==> src/logic/panel_consts.svh <==
// constants for the front panel menu and reference selector
`ifndef PANEL_CONSTS_SVH
`define PANEL_CONSTS_SVH
// apb register byte offsets
`define OFS_CTRL      12'h000
`define OFS_GAIN      12'h004
`define OFS_STATUS    12'h008
`define OFS_SAVED     12'h00c
`define OFS_LEVEL     12'h010
// control field positions
`define CTRL_REF_LO   0
`define CTRL_MUTE     2
`define CTRL_REMOTE   3
`define CTRL_IFACE    4
// gain limits in half-dB steps
`define GAIN_MAX      9'd300
`define GAIN_RST      9'd020
// reset defaults of the other settings
`define MODE_RST      2'd2
`define OFFSET_RST    12'h000
`define ADDR_RST      8'h00
// reference level thresholds, signed dBm in detector units
`define LVL_QUAL      8'sd0
`define LVL_FALL      -8'sd1
// timing
`define CLK_HZ        10000000
`define IDLE_SEC      30
`define IDLE_CYC      (`IDLE_SEC * `CLK_HZ)
`define DEB_MS        10
`define DEB_CYC       ((`DEB_MS * `CLK_HZ) / 1000)
`endif

==> src/logic/panel_pkg.sv <==
// types shared by the front panel menu logic
package panel_pkg;
	// menu walk states, one-hot
	typedef enum logic [9:0] {
		ST_NORMAL = 10'b0000000001,
		ST_GAIN   = 10'b0000000010,
		ST_MUTE   = 10'b0000000100,
		ST_REFM   = 10'b0000001000,
		ST_OFFS   = 10'b0000010000,
		ST_REM    = 10'b0000100000,
		ST_IFACE  = 10'b0001000000,
		ST_ADDR   = 10'b0010000000,
		ST_SAVE   = 10'b0100000000,
		ST_SPARE  = 10'b1000000000
	} menu_st_t;
	// reference modes as coded by software
	typedef enum logic [1:0] {
		REF_INT  = 2'd0,
		OUTSIDE_SOURCE_TAG  = 2'd1,
		REF_AUTO = 2'd2
	} ref_mode_t;
	// display tags
	typedef enum logic [1:0] {
		TAG_INT    = 2'd0,
		TAG_EXT    = 2'd1,
		TAG_AUTO_E = 2'd2,
		TAG_AUTO_I = 2'd3
	} ref_tag_t;
	// one full operating configuration
	typedef struct packed {
		logic [8:0]  gain;
		logic        mute;
		logic [1:0]  ref_mode;
		logic [11:0] offset;
		logic        remote;
		logic        iface;
		logic [7:0]  bus_addr;
	} settings_t;
endpackage

==> src/logic/panel_menu.sv <==
// front panel menu controller with reference source selection
//
// Functional notes
// - execute opens every edit session; execute or the idle timeout closes it
// - horizontal switch moves cursor one position
// - vertical switch steps gain digit up/down
// - vertical switch toggles on/off items
// - gain applies live, retained only on yes
// - thirty idle seconds discard edits
// - cursor picks 0.5, 1 or 10 dB step
// - execute advances item; return jumps to save
// - save yes stores edited settings
// - save no restores pre-session settings
// - any loop unlock raises alarm
// - remote led follows remote mode
// - internal mode selects oven oscillator
// - external mode selects outside input
// - auto picks outside while level qualifies
// - auto falls to internal below -1 dBm
// - selected source drives reference output
// - seven items fixed order, then save
// - gain counts half-dB steps, 0 to 300
// - saved settings survive power loss; the bus address keeps only its low six bits
//
// The implementer's own choices: the APB interface to the registers and the address map.
`include "panel_consts.svh"
module panel_menu #(
	parameter int IDLE_CYC = `IDLE_CYC,   // idle timeout in cycles
	parameter int DEB_CYC  = `DEB_CYC,    // debounce settle in cycles
	parameter int PLL_N    = 2            // number of lo loops
) (
	input  wire logic              clk,         // 10 mhz clock
	input  wire logic              rst,         // sync reset, high
	input  wire logic              sw_exec,     // execute switch, high pressed
	input  wire logic              sw_left,     // horizontal left
	input  wire logic              sw_right,    // horizontal right
	input  wire logic              sw_up,       // vertical up
	input  wire logic              sw_down,     // vertical down
	input  wire logic [PLL_N-1:0]  pll_unlock,  // loop unlock flags
	input  wire logic signed [7:0] ext_level,   // outside level, dBm
	input  wire logic              ovenized_oscillator, // internal ref
	input  wire logic              ext_ref_in,  // outside reference
	input  wire logic [31:0]       nv_data,     // retained store readback
	input  wire logic              nv_valid,    // retained store holds data
	output logic                   nv_write,    // retained store write pulse
	output logic [31:0]            nv_wdata,    // retained store data
	output logic                   ref_out,     // reference output
	output logic                   ref_use_ext, // source select
	output panel_pkg::ref_tag_t    ref_tag,     // display tag
	output logic                   alarm,       // alarm condition
	output logic                   remote_led,  // remote indicator
	output logic [8:0]             gain_live,   // gain to converter
	output logic                   mute_live,   // mute to converter
	output panel_pkg::menu_st_t    menu_item,   // shown item
	output logic [1:0]             cursor,      // cursor position
	input  wire logic              psel,        // apb select
	input  wire logic              penable,     // apb enable
	input  wire logic              pwrite,      // apb direction
	input  wire logic [11:0]       paddr,       // apb address
	input  wire logic [31:0]       pwdata,      // apb write data
	output logic [31:0]            prdata,      // apb read data
	output logic                   pready,      // apb ready
	output logic                   pslverr      // apb error
);
	// switch debounce, one lane per switch
	localparam int NSW = 5;
	// lane order exec, left, right, up, down; the hit wires rely on it
	wire  [NSW-1:0] sw_raw = {sw_down, sw_up, sw_right, sw_left, sw_exec};
	wire  [NSW-1:0] sw_stab;     // debounced levels
	logic [NSW-1:0] sw_prev_r;   // previous debounced levels
	wire  [NSW-1:0] sw_hit;      // one-cycle press pulses
	genvar gi;
	generate
		for (gi = 0; gi < NSW; gi++) begin : g_deb
			logic [23:0] cnt_r;   // settle counter, fits 10 ms
			logic        stab_r;  // this lane's debounced level
			// each lane owns its flop; the vector is only a view
			assign sw_stab[gi] = stab_r;
			// a level must hold a full settle time before it counts;
			// a bounce back to the old level restarts the count
			always_ff @(posedge clk) begin
				if (rst) begin
					cnt_r  <= 24'h000000;
					stab_r <= 1'b0;
				end else if (sw_raw[gi] == stab_r) begin
					cnt_r <= 24'h000000;
				end else if (cnt_r >= 24'(DEB_CYC - 1)) begin
					cnt_r  <= 24'h000000;
					stab_r <= sw_raw[gi];
				end else begin
					cnt_r <= cnt_r + 24'h000001;
				end
			end
		end
	endgenerate
	// edge detect the stable levels; history resets to the released
	// level, so leaving reset never looks like a press
	always_ff @(posedge clk) begin
		if (rst) sw_prev_r <= '0;
		else sw_prev_r <= sw_stab;
	end
	// only the press edge acts; a release is ignored
	assign sw_hit = sw_stab & ~sw_prev_r;
	wire hit_exec  = sw_hit[0];
	wire hit_left  = sw_hit[1];
	wire hit_right = sw_hit[2];
	wire hit_up    = sw_hit[3];
	wire hit_down  = sw_hit[4];
	wire hit_vert  = hit_up | hit_down;
	wire any_hit   = |sw_hit;

	// settings: active, retained and pre-session snapshot
	// a power cycle brings back the retained copy; a no answer or an
	// idle timeout brings back the snapshot
	panel_pkg::settings_t act_r, act_nxt;  // active settings
	panel_pkg::settings_t sav_r;           // retained image
	panel_pkg::settings_t snap_r;          // values at session start
	panel_pkg::menu_st_t  st_r, st_nxt;    // menu state
	logic [1:0]  cur_r, cur_nxt;           // cursor, 3 = return mark
	logic        yes_r, yes_nxt;           // save prompt choice
	logic [31:0] idle_r;                   // inactivity counter
	logic        load_r;                   // retained image loaded
	logic        wr_pulse;                 // store request

	wire editing  = (st_r != panel_pkg::ST_NORMAL);
	wire on_ret   = (cur_r == 2'd3);
	// fires on the last quiet cycle, so a session lasts IDLE_CYC cycles
	wire idle_out = editing && (idle_r >= 32'(IDLE_CYC - 1));

	// gain step by cursor digit: halves, units, tens
	// the return mark gives no step, so up/down there is harmless
	logic [8:0] gstep;
	always_comb begin
		case (cur_r)
			2'd0:    gstep = 9'd1;   // 0.5 dB
			2'd1:    gstep = 9'd2;   // 1 dB
			2'd2:    gstep = 9'd20;  // 10 dB
			default: gstep = 9'd0;
		endcase
	end
	// clamp at the ends rather than wrap, so a slip never jumps 150 dB
	wire [9:0] gup = {1'b0, act_r.gain} + {1'b0, gstep};
	wire [8:0] gain_up = (gup > {1'b0, `GAIN_MAX}) ? `GAIN_MAX
		: gup[8:0];
	wire [8:0] gain_dn = (act_r.gain < gstep) ? 9'd0
		: act_r.gain - gstep;

	// apb writes share the active settings with the panel
	// a write lands on the access edge; pready is tied high
	// reads are combinational from the address, with no side effects
	wire apb_wr = psel && penable && pwrite;
	wire wr_ctrl = apb_wr && (paddr == `OFS_CTRL) && !editing;
	wire wr_gain = apb_wr && (paddr == `OFS_GAIN) && !editing;

	// menu walk and edit logic
	// the timeout outranks any switch in the same cycle, so a press on
	// the last quiet cycle does not rescue the session
	always_comb begin
		st_nxt   = st_r;
		act_nxt  = act_r;
		cur_nxt  = cur_r;
		yes_nxt  = yes_r;
		wr_pulse = 1'b0;
		if (idle_out) begin
			act_nxt = snap_r;
			st_nxt  = panel_pkg::ST_NORMAL;
		end else begin
			// cursor moves on every item; return mark at the right end
			if (editing && st_r != panel_pkg::ST_SAVE) begin
				if (hit_left && cur_r != 2'd0) cur_nxt = cur_r - 2'd1;
				if (hit_right && cur_r != 2'd3) cur_nxt = cur_r + 2'd1;
			end
			case (st_r)
				panel_pkg::ST_NORMAL: begin
					// only execute opens a session
					if (hit_exec) begin
						st_nxt  = panel_pkg::ST_GAIN;
						cur_nxt = 2'd0;
					end
					if (wr_ctrl) begin
						act_nxt.ref_mode = pwdata[`CTRL_REF_LO +: 2];
						act_nxt.mute     = pwdata[`CTRL_MUTE];
						act_nxt.remote   = pwdata[`CTRL_REMOTE];
						act_nxt.iface    = pwdata[`CTRL_IFACE];
					end
					if (wr_gain && pwdata[8:0] <= `GAIN_MAX)
						act_nxt.gain = pwdata[8:0];
				end
				panel_pkg::ST_GAIN: begin
					// digit under cursor steps; clamps, never wraps
					if (hit_up && !on_ret) act_nxt.gain = gain_up;
					if (hit_down && !on_ret) act_nxt.gain = gain_dn;
				end
				panel_pkg::ST_MUTE: begin
					if (hit_vert) act_nxt.mute = ~act_r.mute;
				end
				panel_pkg::ST_REFM: begin
					// three-way item: up steps forward, down back
					if (hit_up)
						act_nxt.ref_mode = (act_r.ref_mode == 2'd2) ? 2'd0
							: act_r.ref_mode + 2'd1;
					if (hit_down)
						act_nxt.ref_mode = (act_r.ref_mode == 2'd0) ? 2'd2
							: act_r.ref_mode - 2'd1;
				end
				panel_pkg::ST_OFFS: begin
					// offset and address wrap at field width
					if (hit_up) act_nxt.offset = act_r.offset + 12'h001;
					if (hit_down) act_nxt.offset = act_r.offset - 12'h001;
				end
				panel_pkg::ST_REM: begin
					if (hit_vert) act_nxt.remote = ~act_r.remote;
				end
				panel_pkg::ST_IFACE: begin
					if (hit_vert) act_nxt.iface = ~act_r.iface;
				end
				panel_pkg::ST_ADDR: begin
					if (hit_up) act_nxt.bus_addr = act_r.bus_addr + 8'h01;
					if (hit_down) act_nxt.bus_addr = act_r.bus_addr - 8'h01;
				end
				panel_pkg::ST_SAVE: begin
					// left picks yes, right no; yes preset on entry
					if (hit_left) yes_nxt = 1'b1;
					if (hit_right) yes_nxt = 1'b0;
					// execute on the save prompt closes the session
					if (hit_exec) begin
						st_nxt = panel_pkg::ST_NORMAL;
						if (yes_r) wr_pulse = 1'b1;
						else act_nxt = snap_r;
					end
				end
				default: st_nxt = panel_pkg::ST_NORMAL;
			endcase
			// execute on an item: next item, or save from return mark
			if (hit_exec && editing && st_r != panel_pkg::ST_SAVE) begin
				cur_nxt = 2'd0;
				if (on_ret || st_r == panel_pkg::ST_ADDR) begin
					st_nxt  = panel_pkg::ST_SAVE;
					yes_nxt = 1'b1;
				end else begin
					st_nxt = panel_pkg::menu_st_t'({st_r[8:0], 1'b0});
				end
			end
		end
	end

	// state, cursor, save choice and idle timer
	// 32-bit idle count: thirty seconds at 10 mhz needs 29 bits
	always_ff @(posedge clk) begin
		if (rst) begin
			st_r   <= panel_pkg::ST_NORMAL;
			cur_r  <= 2'd0;
			yes_r  <= 1'b1;
			idle_r <= 32'h00000000;
		end else begin
			st_r   <= st_nxt;
			cur_r  <= cur_nxt;
			yes_r  <= yes_nxt;
			// any switch press restarts the timeout
			idle_r <= (!editing || any_hit) ? 32'h00000000
				: idle_r + 32'h00000001;
		end
	end

	// default settings used until the retained image is read
	// ten dB gain and auto reference when the store is blank
	localparam panel_pkg::settings_t DEF_SET = '{
		gain: `GAIN_RST, mute: 1'b0, ref_mode: `MODE_RST,
		offset: `OFFSET_RST, remote: 1'b0, iface: 1'b0,
		bus_addr: `ADDR_RST};
	// the kept word has 32 bits for 34 bits of settings: the two top
	// bus address bits are dropped, so an address above 63 comes back
	// folded after power loss; every other field returns whole
	panel_pkg::settings_t nv_img;  // kept word unpacked
	assign nv_img = panel_pkg::settings_t'({nv_data[31:6], 2'b00,
		nv_data[5:0]});
	wire [31:0] act_img = {act_nxt[33:8], act_nxt[5:0]};  // word to keep

	// active settings load from retained store once after reset
	// switches cannot act in the load cycle: debounce is longer
	always_ff @(posedge clk) begin
		if (rst) begin
			act_r  <= DEF_SET;
			sav_r  <= DEF_SET;
			snap_r <= DEF_SET;
			load_r <= 1'b0;
		end else if (!load_r) begin
			load_r <= 1'b1;
			if (nv_valid) begin
				act_r <= nv_img;
				sav_r <= nv_img;
			end
		end else begin
			act_r <= act_nxt;
			if (wr_pulse || wr_ctrl || wr_gain) sav_r <= act_nxt;
			// snapshot on entry so a no or timeout can restore
			if (!editing && hit_exec) snap_r <= act_r;
		end
	end

	// retained store write, issued on yes and on apb ctrl and gain writes
	// each request strobes one cycle; an apb write in the cycle right after a yes holds nv_write high for two
	always_ff @(posedge clk) begin
		if (rst) begin
			nv_write <= 1'b0;
			nv_wdata <= 32'h00000000;
		end else begin
			nv_write <= load_r && (wr_pulse || wr_ctrl || wr_gain);
			nv_wdata <= act_img;
		end
	end

	// auto mode source choice with hysteresis
	// between the thresholds the choice holds, so a level hovering
	// near the fall point cannot make the source chatter
	logic auto_ext_r;  // auto mode currently on outside source
	always_ff @(posedge clk) begin
		if (rst) auto_ext_r <= 1'b0;
		else if (ext_level >= `LVL_QUAL) auto_ext_r <= 1'b1;
		else if (ext_level < `LVL_FALL) auto_ext_r <= 1'b0;
	end

	wire sel_ext = (act_r.ref_mode == panel_pkg::OUTSIDE_SOURCE_TAG)
		|| (act_r.ref_mode == panel_pkg::REF_AUTO && auto_ext_r);
	// tag and select are registered; the clock path itself is a mux
	// ref_out is never sampled: the wave passes straight through
	always_ff @(posedge clk) begin
		if (rst) begin
			ref_use_ext <= 1'b0;
			ref_tag     <= panel_pkg::TAG_INT;
			alarm       <= 1'b0;
			remote_led  <= 1'b0;
		end else begin
			ref_use_ext <= sel_ext;
			case (act_r.ref_mode)
				panel_pkg::OUTSIDE_SOURCE_TAG:  ref_tag <= panel_pkg::TAG_EXT;
				panel_pkg::REF_AUTO: ref_tag <= auto_ext_r
					? panel_pkg::TAG_AUTO_E : panel_pkg::TAG_AUTO_I;
				default: ref_tag <= panel_pkg::TAG_INT;
			endcase
			alarm      <= |pll_unlock;
			remote_led <= act_r.remote;
		end
	end
	// TAG_EXT or TAG_AUTO_E is shown when ref_use_ext is high
	assign ref_out = ref_use_ext ? ext_ref_in : ovenized_oscillator;

	assign gain_live = act_r.gain;
	assign mute_live = act_r.mute;
	assign menu_item = st_r;
	assign cursor    = cur_r;

	// apb slave, zero wait; unmapped reads zero with error
	// settings writes are refused while a session is open, so panel
	// and software never edit the same field in one cycle
	wire hit_map = (paddr == `OFS_CTRL) || (paddr == `OFS_GAIN)
		|| (paddr == `OFS_STATUS) || (paddr == `OFS_SAVED)
		|| (paddr == `OFS_LEVEL);
	logic [31:0] rd_mux;
	always_comb begin
		case (paddr)
			`OFS_CTRL:   rd_mux = {27'h0, act_r.iface, act_r.remote,
				act_r.mute, act_r.ref_mode};
			`OFS_GAIN:   rd_mux = {23'h0, act_r.gain};
			`OFS_STATUS: rd_mux = {14'h0, st_r, 1'b0, alarm,
				ref_use_ext, remote_led, ref_tag, cur_r};
			`OFS_SAVED:  rd_mux = {23'h0, sav_r.gain};
			`OFS_LEVEL:  rd_mux = {{24{ext_level[7]}}, ext_level};
			default:     rd_mux = 32'h00000000;
		endcase
	end
	assign pready  = 1'b1;
	assign pslverr = psel && penable && !hit_map;
	assign prdata  = (psel && !pwrite) ? rd_mux : 32'h00000000;
endmodule // panel_menu

==> config.mk <==
export PLATFORM = sky130hd
export DESIGN_NAME = panel_menu
export DESIGN_NICKNAME = d
export VERILOG_FILES = /design/src/logic/panel_pkg.sv /design/src/logic/panel_menu.sv
export VERILOG_INCLUDE_DIRS = /design/src /design/src/logic
export SDC_FILE = /design/constraint.sdc
export NUM_CORES = 1
export LEC_CHECK = 0
export CORE_MARGIN = 5
export CORE_UTILIZATION = 25
export CTS_CLUSTER_DIAMETER = 30
export DETAILED_ROUTE_END_ITERATION = 8
export DONT_BUFFER_PORTS = 1
export PLACE_DENSITY = 0.37
export SKIP_CTS_REPAIR_TIMING = 1
export SYNTH_ARGS = -nofsm -noshare
export SYNTH_HDL_FRONTEND = slang
export SYNTH_SLANG_ARGS = --single-unit
==> constraint.sdc <==
create_clock -name clk -period 8.19 [get_ports clk]
set_clock_uncertainty 0.05 [all_clocks]
set_input_delay 0.4095 -clock clk [delete_from_list [all_inputs] [get_ports clk]]
set_output_delay 0.4095 -clock clk [all_outputs]
set_load 0.05 [all_outputs]
==> results, run 1 <==
- The register area share after synthesis is 0.404.
- The die covers about 62000 µm².
- The number of diodes added for antenna fixing is 0.
- From left edge to right edge, the die measures ~250 µm.
- The HPWL reported at the end of detailed placement is 35000 µm.
- The switching share of total power is 0.298.
- Of the cells placed in the final design, the portion with a size suffix greater than 1 is 0.117.
- Clock-pin slew was measured on the worst setup and hold paths at around 0.04 ns.
- Counting flops with an async set or reset pin after synthesis yields a share of 0.
- By startpoint and endpoint, the worst setup path is classified as reg -> reg.
- The number of antenna violations at the first check in global routing is 1.
- The combinational fraction of design power is 0.146.
- The number of CTS-inserted buffers is a little under 90.
- The final net count is between 1500 and 2000.
- The share of total power dissipated in sequential elements is 0.280.
- The count of buffers inserted at the top-level ports is 0.
- The core region is 56500 µm².
- The residual overflow from global routing is 0.
- CTS saw 288 sinks.
- The clock tree synthesis step divided the H-tree into 3 levels.
- The effective utilization at floorplan is 0.253.
- Compared with the post-synthesis result, the final layout area differs by 28.9%.
- In the layout the commonest cells are sky130_fd_sc_hd__dfxtp_1 (287), sky130_fd_sc_hd__nor2_1 (247), sky130_fd_sc_hd__nand2_1 (183), sky130_fd_sc_hd__a21oi_1 (99), sky130_fd_sc_hd__clkbuf_16 (89).
- Summing all non-filler instances in the final layout gives an area of 18400 µm².
- Setup violations remaining at the end of the flow were counted as 0.
- The leakage power is 6.66 nW.
- In this run, synthesis produced a sequential element count of 288.
- The total global-route track usage is 0.155.
- Across all hold checks on the routed design, the worst slack comes to -0.00539 ns.
- The run finished, with violations left.
- The maximum fanout along the worst path is 9.
- Counting tap cells, the placed design contains a total of 2443 instances.
- The first routing iteration left 850 violations.
- The setup TNS after final layout is 0 ns.
- The mean area per synthesized cell is 8.23 µm².
- In the final routed layout, each cell accounts on average for around 19 µm.
- The detailed-routing iteration count for the pre-antenna-repair pass is 5.
- Leaving out fill and tap cells, the most frequent cell in the layout is sky130_fd_sc_hd__dfxtp_1.
- Setup repair after global routing left no endpoint under its margin.
- The type of the tightest min-delay check is in -> reg.
- For this run, the leading register cell type out of synthesis is sky130_fd_sc_hd__dfxtp_1.
- After detailed routing, the number of remaining DRC violations is 0.
- At the pin with the least slew margin, the transition time is 1.21 ns.
- Of the total power, the clock network draws 0.574.
- Summing all placed instances gives a cell area of 15100 µm².
- The total vias in the final route is 12900.
- STA puts the critical path data required time at 8.59 ns.
- The capturing element type of the critical path is a flip-flop.
- Entering global routing, the biggest net connects 115 pins.
- The total wire length after detailed routing is 50700 µm.
- Measured against its own limit, the worst slew margin works out to 0.187.
- The synthesized design contains 0 enable-type register cells.
- The insertion delay of the later-clocked pin in the worst-skew pair is 0.62 ns.
- The final design utilization is 0.326.
- After synthesis the cells add up to 14300 µm².
- From bottom edge to top edge, the die measures 249 µm.
- TritonCTS built the clock tree.
- The number of distinct library cell variants in the gate-level netlist after synthesis is 83.
- Synthesis produced 1735 cells.
- The worst ir drop on vdd is 158 µV.
- The number of slew-limit violations in the final report is 0.
- The non-filler instance count after layout is 2623.
- The cell-internal power is 4.28 mW.
- The checks that failed: hold timing.
- The first global-routing pass estimated 76600 µm of wire.
- The number of max-cap violations is 0.
- For this design the total switching power over the nets is 1.82 mW.
- During I/O placement, the number of pins put on the boundary was 194.
- The via-per-instance ratio is 4.92.
- The root buffer cell is sky130_fd_sc_hd__clkbuf_16.
- The worst setup path is launched from a flip-flop.
- The maximum clock rate is around 220 MHz.
- The maximum buffer depth of the clock tree is 3.
- The hold violation count in the final report is 2.
- The cell row count is 87.
- The number of global-route vias before repair is 12800.
- The remaining antenna violation count is 0.
- The total power density per cell area is between 300 and 400 nW/µm².
- The smallest clock period supported by the final layout is computed as 4.52 ns.
- Yosys printed 0 warnings.
- In the finished design, the share of the clock period the worst path needs comes to 0.552.
- Routability-driven placement finished with a final weighted congestion of about 0.8.
- Data arrives at the worst endpoint at 4.93 ns.
## routing by layer
metal | track usage | wire length, µm
met2 | 0.247 | 22800
met1 | 0.203 | 23200
met3 | 0.0437 | 3480
met5 | 0 | 0
met4 | 0.0530 | 1200
## cells in the mapped netlist, types with 5 or more instances
cell | count | share of area
sky130_fd_sc_hd__dfxtp_1 | 288 | 0.40
sky130_fd_sc_hd__nor2_1 | 248 | 0.065
sky130_fd_sc_hd__nand2_1 | 184 | 0.048
sky130_fd_sc_hd__a21oi_1 | 100 | 0.035
sky130_fd_sc_hd__o21ai_0 | 73 | 0.026
sky130_fd_sc_hd__clkbuf_1 | 72 | 0.019
sky130_fd_sc_hd__xor2_1 | 67 | 0.041
sky130_fd_sc_hd__nand3_1 | 60 | 0.021
sky130_fd_sc_hd__xnor2_1 | 52 | 0.032
sky130_fd_sc_hd__a211oi_1 | 46 | 0.024
sky130_fd_sc_hd__nor3_1 | 42 | 0.015
sky130_fd_sc_hd__nor2b_1 | 37 | 0.016
sky130_fd_sc_hd__a22oi_1 | 35 | 0.018
sky130_fd_sc_hd__and3_1 | 35 | 0.015
sky130_fd_sc_hd__inv_1 | 32 | 0.0084
sky130_fd_sc_hd__nand4_1 | 31 | 0.014
sky130_fd_sc_hd__buf_4 | 28 | 0.015
sky130_fd_sc_hd__ha_1 | 28 | 0.025
sky130_fd_sc_hd__a31oi_1 | 20 | 0.0088
sky130_fd_sc_hd__mux2i_1 | 20 | 0.014
sky130_fd_sc_hd__nor4_1 | 18 | 0.0079
sky130_fd_sc_hd__nand2b_1 | 14 | 0.0061
sky130_fd_sc_hd__or3_1 | 13 | 0.0057
sky130_fd_sc_hd__buf_2 | 12 | 0.0042
sky130_fd_sc_hd__o211ai_1 | 10 | 0.0053
sky130_fd_sc_hd__and4_1 | 9 | 0.0055
sky130_fd_sc_hd__a222oi_1 | 8 | 0.0056
sky130_fd_sc_hd__and2_1 | 8 | 0.0035
sky130_fd_sc_hd__o31ai_1 | 8 | 0.0042
sky130_fd_sc_hd__nor3b_1 | 7 | 0.0037
sky130_fd_sc_hd__o211a_1 | 7 | 0.0049
sky130_fd_sc_hd__a41oi_1 | 6 | 0.0037
sky130_fd_sc_hd__o21a_1 | 6 | 0.0032
sky130_fd_sc_hd__o221ai_1 | 6 | 0.0037
sky130_fd_sc_hd__o22ai_1 | 6 | 0.0026
sky130_fd_sc_hd__or4_1 | 6 | 0.0032
sky130_fd_sc_hd__a311oi_1 | 5 | 0.0031
sky130_fd_sc_hd__mux2_2 | 5 | 0.0039
## state kept, by name, indices dropped and copies added (netlist names), 5 cells and up
register and flops:
gain_live 9, menu_item 10, snap_r 32, sw_prev_r 5, idle_r 32, g_deb.cnt_r 120
sav_r 9, act_r 22, nv_wdata 32, g_deb.stab_r 5
## logic make-up after synthesis
group | after synthesis | synth area share
muxes | 25 | 0.0180
DFF | 288 | 0.404
AOI/OAI and AO/OA | 381 | 0.178
adders and majority gates | 30 | 0.0274
xor gates and xnor gates | 119 | 0.0730
other | 2 | 0.000526
and+or+nand+nor | 740 | 0.251
buffers and inverters | 150 | 0.0479
## power by group through the flow
stage | logic (mW) | clock network [mW] | registers, mW
after floorplan | 0.651 | 0 | 1.69
after global placement | 0.867 | 0 | 1.73
after detailed placement | 0.864 | 0 | 1.73
after CTS | 0.871 | 3.57 | 1.71
after global routing | 0.980 | 3.66 | 1.72
final | 0.888 | 3.50 | 1.71
## worst max-delay path, cell delays in order (launching register included)
cell	delay, ns
sky130_fd_sc_hd__dfxtp_1	0.85
sky130_fd_sc_hd__inv_1	0.24
sky130_fd_sc_hd__ha_1	0.35
sky130_fd_sc_hd__inv_1	0.11
sky130_fd_sc_hd__ha_1	0.35
sky130_fd_sc_hd__nor2b_1	0.20
sky130_fd_sc_hd__a211oi_1	0.54
sky130_fd_sc_hd__nor2_1	0.10
sky130_fd_sc_hd__o211a_1	0.22
sky130_fd_sc_hd__a2111oi_0	0.55
sky130_fd_sc_hd__o221ai_1	0.25
sky130_fd_sc_hd__a22oi_1	0.36
sky130_fd_sc_hd__o221ai_1	0.18
## worst paths after layout
path                                                   start                            to  slack [ns]  cells after the start
worst min register to register  g_deb[4].cnt_r[0]$_SDFF_PP0_  g_deb[4].cnt_r[0]$_SDFF_PP0_        0.39                      1
worst max register to register        cursor[0]$_SDFFE_PP0N_        sav_r[32]$_SDFFE_PP0P_        3.67                     12
worst min-delay path                            ext_level[6]       auto_ext_r$_SDFFE_PP0P_      -0.005                      3
worst max-delay path                  cursor[0]$_SDFFE_PP0N_        sav_r[32]$_SDFFE_PP0P_        3.67                     12
## per-stage QoR
stage               power (mW)  setup WS (ns)
floorplan                 2.34           3.80
detailed placement        2.60           3.67
CTS                       6.16           3.63
global placement          2.60           3.72
global route              6.36           3.35
finish                    6.10           3.67
## area by class of cell
type | instances | area [µm²]
clock buffers | 109 | 2380
fillers | 5877 | 38100
repair buffers | 53 | 470
flip-flops and latches | 288 | 5770
inverters | 34 | 128
well taps | 756 | 946
clock inverters | 52 | 723
multi-input cells | 1331 | 7970
Note: power is estimated with default switching activity, not from simulation.
==> inputs of run 2 (changes only) <==
==> constraint.sdc (replaced) <==
create_clock -name clk -period 4.18 [get_ports clk]
set_clock_uncertainty 0.05 [all_clocks]
set_input_delay 0.209 -clock clk [delete_from_list [all_inputs] [get_ports clk]]
set_output_delay 0.209 -clock clk [all_outputs]
set_load 0.05 [all_outputs]
==> run 2 against run 1 <==
  * The run still ends with hold timing left
  * Critical path depth grew 1
  * Worst setup slack got worse by 3.2 ns
  * Cell count grew 2.6%
  * First-iteration DRC count fell by 4.8%
  * Design area up 3.7%
  * Core utilization rose by 1.2 points
  * Maximum frequency grew 21%
  * Global-route usage rose by 0.23 points
  * Sequential share of layout area shrank 1.1 points
  * Clock power up 100%
==> results, run 2 (synthesized netlist as in run 1, its figures left out) <==
- The total power density per cell area is 642 nW/µm² (+94%).
- The residual overflow from global routing is 0 (unchanged).
- The effective utilization at floorplan is 0.253 (unchanged).
- The post-detailed-route DRC marker count is 0 (unchanged).
- The number of antenna violations at the first check in global routing is 1 (unchanged).
- Setup repair after global routing left no endpoint under its margin.
- The area growth from synthesis to layout is 33.6%.
- The cell row count is 87 (unchanged).
- The via-per-instance ratio was 4.86 (-1.1%).
- The worst-case register-to-register setup slack is 0.45 ns (-3.22 ns).
- The total I/O pin count is 194 (unchanged).
- The time the final worst path needs with I/O delays and setup is 3.73 ns (-0.792 ns).
- More flip-flops sit in one register than any other, and that register is g_deb.cnt_r.
- The reg-to-reg startpoint is cursor[0]$_SDFFE_PP0N_.
- In the layout the commonest cells are sky130_fd_sc_hd__dfxtp_1 (287), sky130_fd_sc_hd__nor2_1 (247), sky130_fd_sc_hd__nand2_1 (184), sky130_fd_sc_hd__a21oi_1 (99), sky130_fd_sc_hd__clkbuf_16 (88).
- The final number of setup-violating endpoints is 0 (unchanged).
- The first-pass GRT wire length is 77000 µm (+0.56%).
- The signal on the critical path passes through inv_1, ha_1, ha_1, inv_1, fa_1, nor4_1, and3_1, o211ai_1, o221ai_1, o21ai_1, o311a_1, o32ai_1, a221oi_1.
- The weighted congestion at the end of routability-driven global placement is 0.812 (-1.2%).
- The pin count of the biggest net entering global routing was 115 (unchanged).
- The startpoint of the lowest-slack hold path is rst.
- The vertical extent of the die is 249 µm (unchanged).
- The maximum clock rate was 268 MHz (+21%).
- The number of cells on the worst hold path was 2 (-1).
- The number of levels the H-tree was split into came to 3 (unchanged).
- The worst ir drop on vdd came to 266 µV (+69%).
- The element type at the critical path start is a flip-flop.
- The total vias in the final route is 13100 (+1.5%).
- The leakage power is 7.03 nW (+5.5%).
- The data arrival time of the critical path is 4.13 ns (-0.80 ns).
- The run finished, with violations left.
- The maximum buffer depth of the clock tree came to 3 (unchanged).
- The final net count was 1992 (+3.5%).
- The most common library cell in the layout ignoring fill and taps is sky130_fd_sc_hd__dfxtp_1.
- The clock edge transition at the registers on the reported setup and hold paths is 0.04 ns (about the same).
- The normalized max-slew margin was 0.239 (+0.0520).
- The total wire length after detailed routing came to 51000 µm (+0.58%).
- The overall die area is 62000 µm² (unchanged).
- The worst-case hold slack came to -0.00604 ns (-0.000650 ns).
- The count of buffers inserted at the top-level ports is 0 (unchanged).
- The remaining antenna violation count is 0 (unchanged).
- The final reports fail on hold timing.
- The critical path is of the reg -> reg type.
- The stage delay of the slowest cell on the critical path is 0.50 ns (-0.35 ns).
- The final worst-path cycle share is 0.893 (+0.340).
- The HPWL reported at the end of detailed placement came to 36300 µm (+3.7%).
- The number of max-cap violations is 0 (unchanged).
- On the critical path, the stage with the largest delay is an instance of sky130_fd_sc_hd__o32ai_1.
- The die extent in x came to 249 µm (unchanged).
- The transition time at the pin with the least slew margin was 1.14 ns (-0.0715 ns).
- The worst hold path endpoint is ref_use_ext$_SDFF_PP0_.
- The maximum fanout along the worst path is 6 (-3).
- The number of CTS-inserted buffers is 86 (-2.3%).
- The first-iteration detailed-routing DRC count is 809 (-4.8%).
- The number of flip-flops under the largest register name came to 120 (unchanged).
- The root buffer cell is sky130_fd_sc_hd__clkbuf_16.
- The number of cells on the worst reg-to-reg path is 13 (+1).
- The share of layout cells above drive strength 1 is 0.136 (+0.0186).
- The detailed-routing iteration count for the pre-antenna-repair pass was 5 (unchanged).
- The hold violation count in the final report came to 5 (+3).
- The post-detailed-route wirelength per cell came to 18.9 µm (-2.0%).
- The number of global-route vias before repair came to 12800 (-0.21%).
- The total global-route track usage came to 0.157 (+0.00232).
- The core region area came to 56500 µm² (unchanged).
- The data required time at the worst endpoint came to 4.58 ns (-4.01 ns).
- The sink count of the clock tree was 288 (unchanged).
- The terminus of the critical flop-to-flop path is sav_r[27]$_SDFFE_PP1P_.
- The type of the tightest min-delay check is in -> reg.
- The clock tree from TritonCTS is yes.
- The setup TNS after final layout is 0 ns (unchanged).
- The number of slew-limit violations in the final report was 0 (unchanged).
- The insertion delay of the later-clocked pin in the worst-skew pair is 0.62 ns (about the same).
- The worst setup path is captured at a flip-flop.
[run 2: worst max path at each step]
stage / slack [ns] / to / start / cells after the start
detailed placement: 0.48 / sav_r[27]$_SDFFE_PP1P_ / cursor[0]$_SDFFE_PP0N_ / 12
CTS: 0.46 / sav_r[27]$_SDFFE_PP1P_ / cursor[0]$_SDFFE_PP0N_ / 12
floorplan: 0.19 / prdata[19] / paddr[7] / 6
finish: 0.45 / sav_r[27]$_SDFFE_PP1P_ / cursor[0]$_SDFFE_PP0N_ / 13
global route: 0.21 / gain_live[2]$_SDFFE_PP1P_ / cursor[0]$_SDFFE_PP0N_ / 12
global placement: 0.53 / sav_r[32]$_SDFFE_PP0P_ / cursor[0]$_SDFFE_PP0N_ / 12
[run 2: per-layer routing]
layer	vias to the layer above	wire [µm]	global-route usage
li1	6415	-	-
met5	-	0	0
met2	361	22200	0.238
met4	0	1400	0.0598
met1	6227	23400	0.208
met3	88	3970	0.0531
[run 2: area by class of cell]
class | instances | area [µm²]
diodes | 1 | 2.50
clock buffers | 109 | 2400
clock inverters | 51 | 771
fillers | 5865 | 37400
inverters | 34 | 128
multi-input cells | 1331 | 7970
flip-flops and latches | 288 | 5770
well taps | 756 | 946
repair buffers | 122 | 1090
[run 2: through the flow]
| step | power (mW) | cell area [µm²] | cells | worst slack [ns] | util |
|---|---|---|---|---|---|
| 2_1_floorplan | 4.58 | 14400 | 1769 | 0.192 | - |
| 3_3_place_gp | 5.19 | 15400 | 2485 | 0.530 | 0.273 |
| 3_5_place_dp | 5.18 | 15400 | 2485 | 0.484 | 0.273 |
| 4_1_cts | 12.3 | 18600 | 2645 | 0.458 | 0.329 |
| 5_1_grt | 12.8 | 19100 | 2692 | 0.208 | 0.338 |
| 6_report | 12.2 | 19100 | 2692 | 0.448 | 0.338 |
[run 2: power by group]
part           internal, mW  switching [mW]  leakage (nW)
combinational         0.664            1.25          3.14
clock                  5.04            1.99          1.53
sequential             2.94           0.361          2.35
total                  8.65            3.60          7.03
[run 2: critical path, delay by kind of cell (launching register included)]
family	cells	cell delay, ns
AO/OA/AOI/OAI	6	1.68
adder cells (fa/ha/maj)	3	0.87
buffers and inverters	2	0.19
flip-flops	1	0.30
AND/OR/NAND/NOR	2	0.48
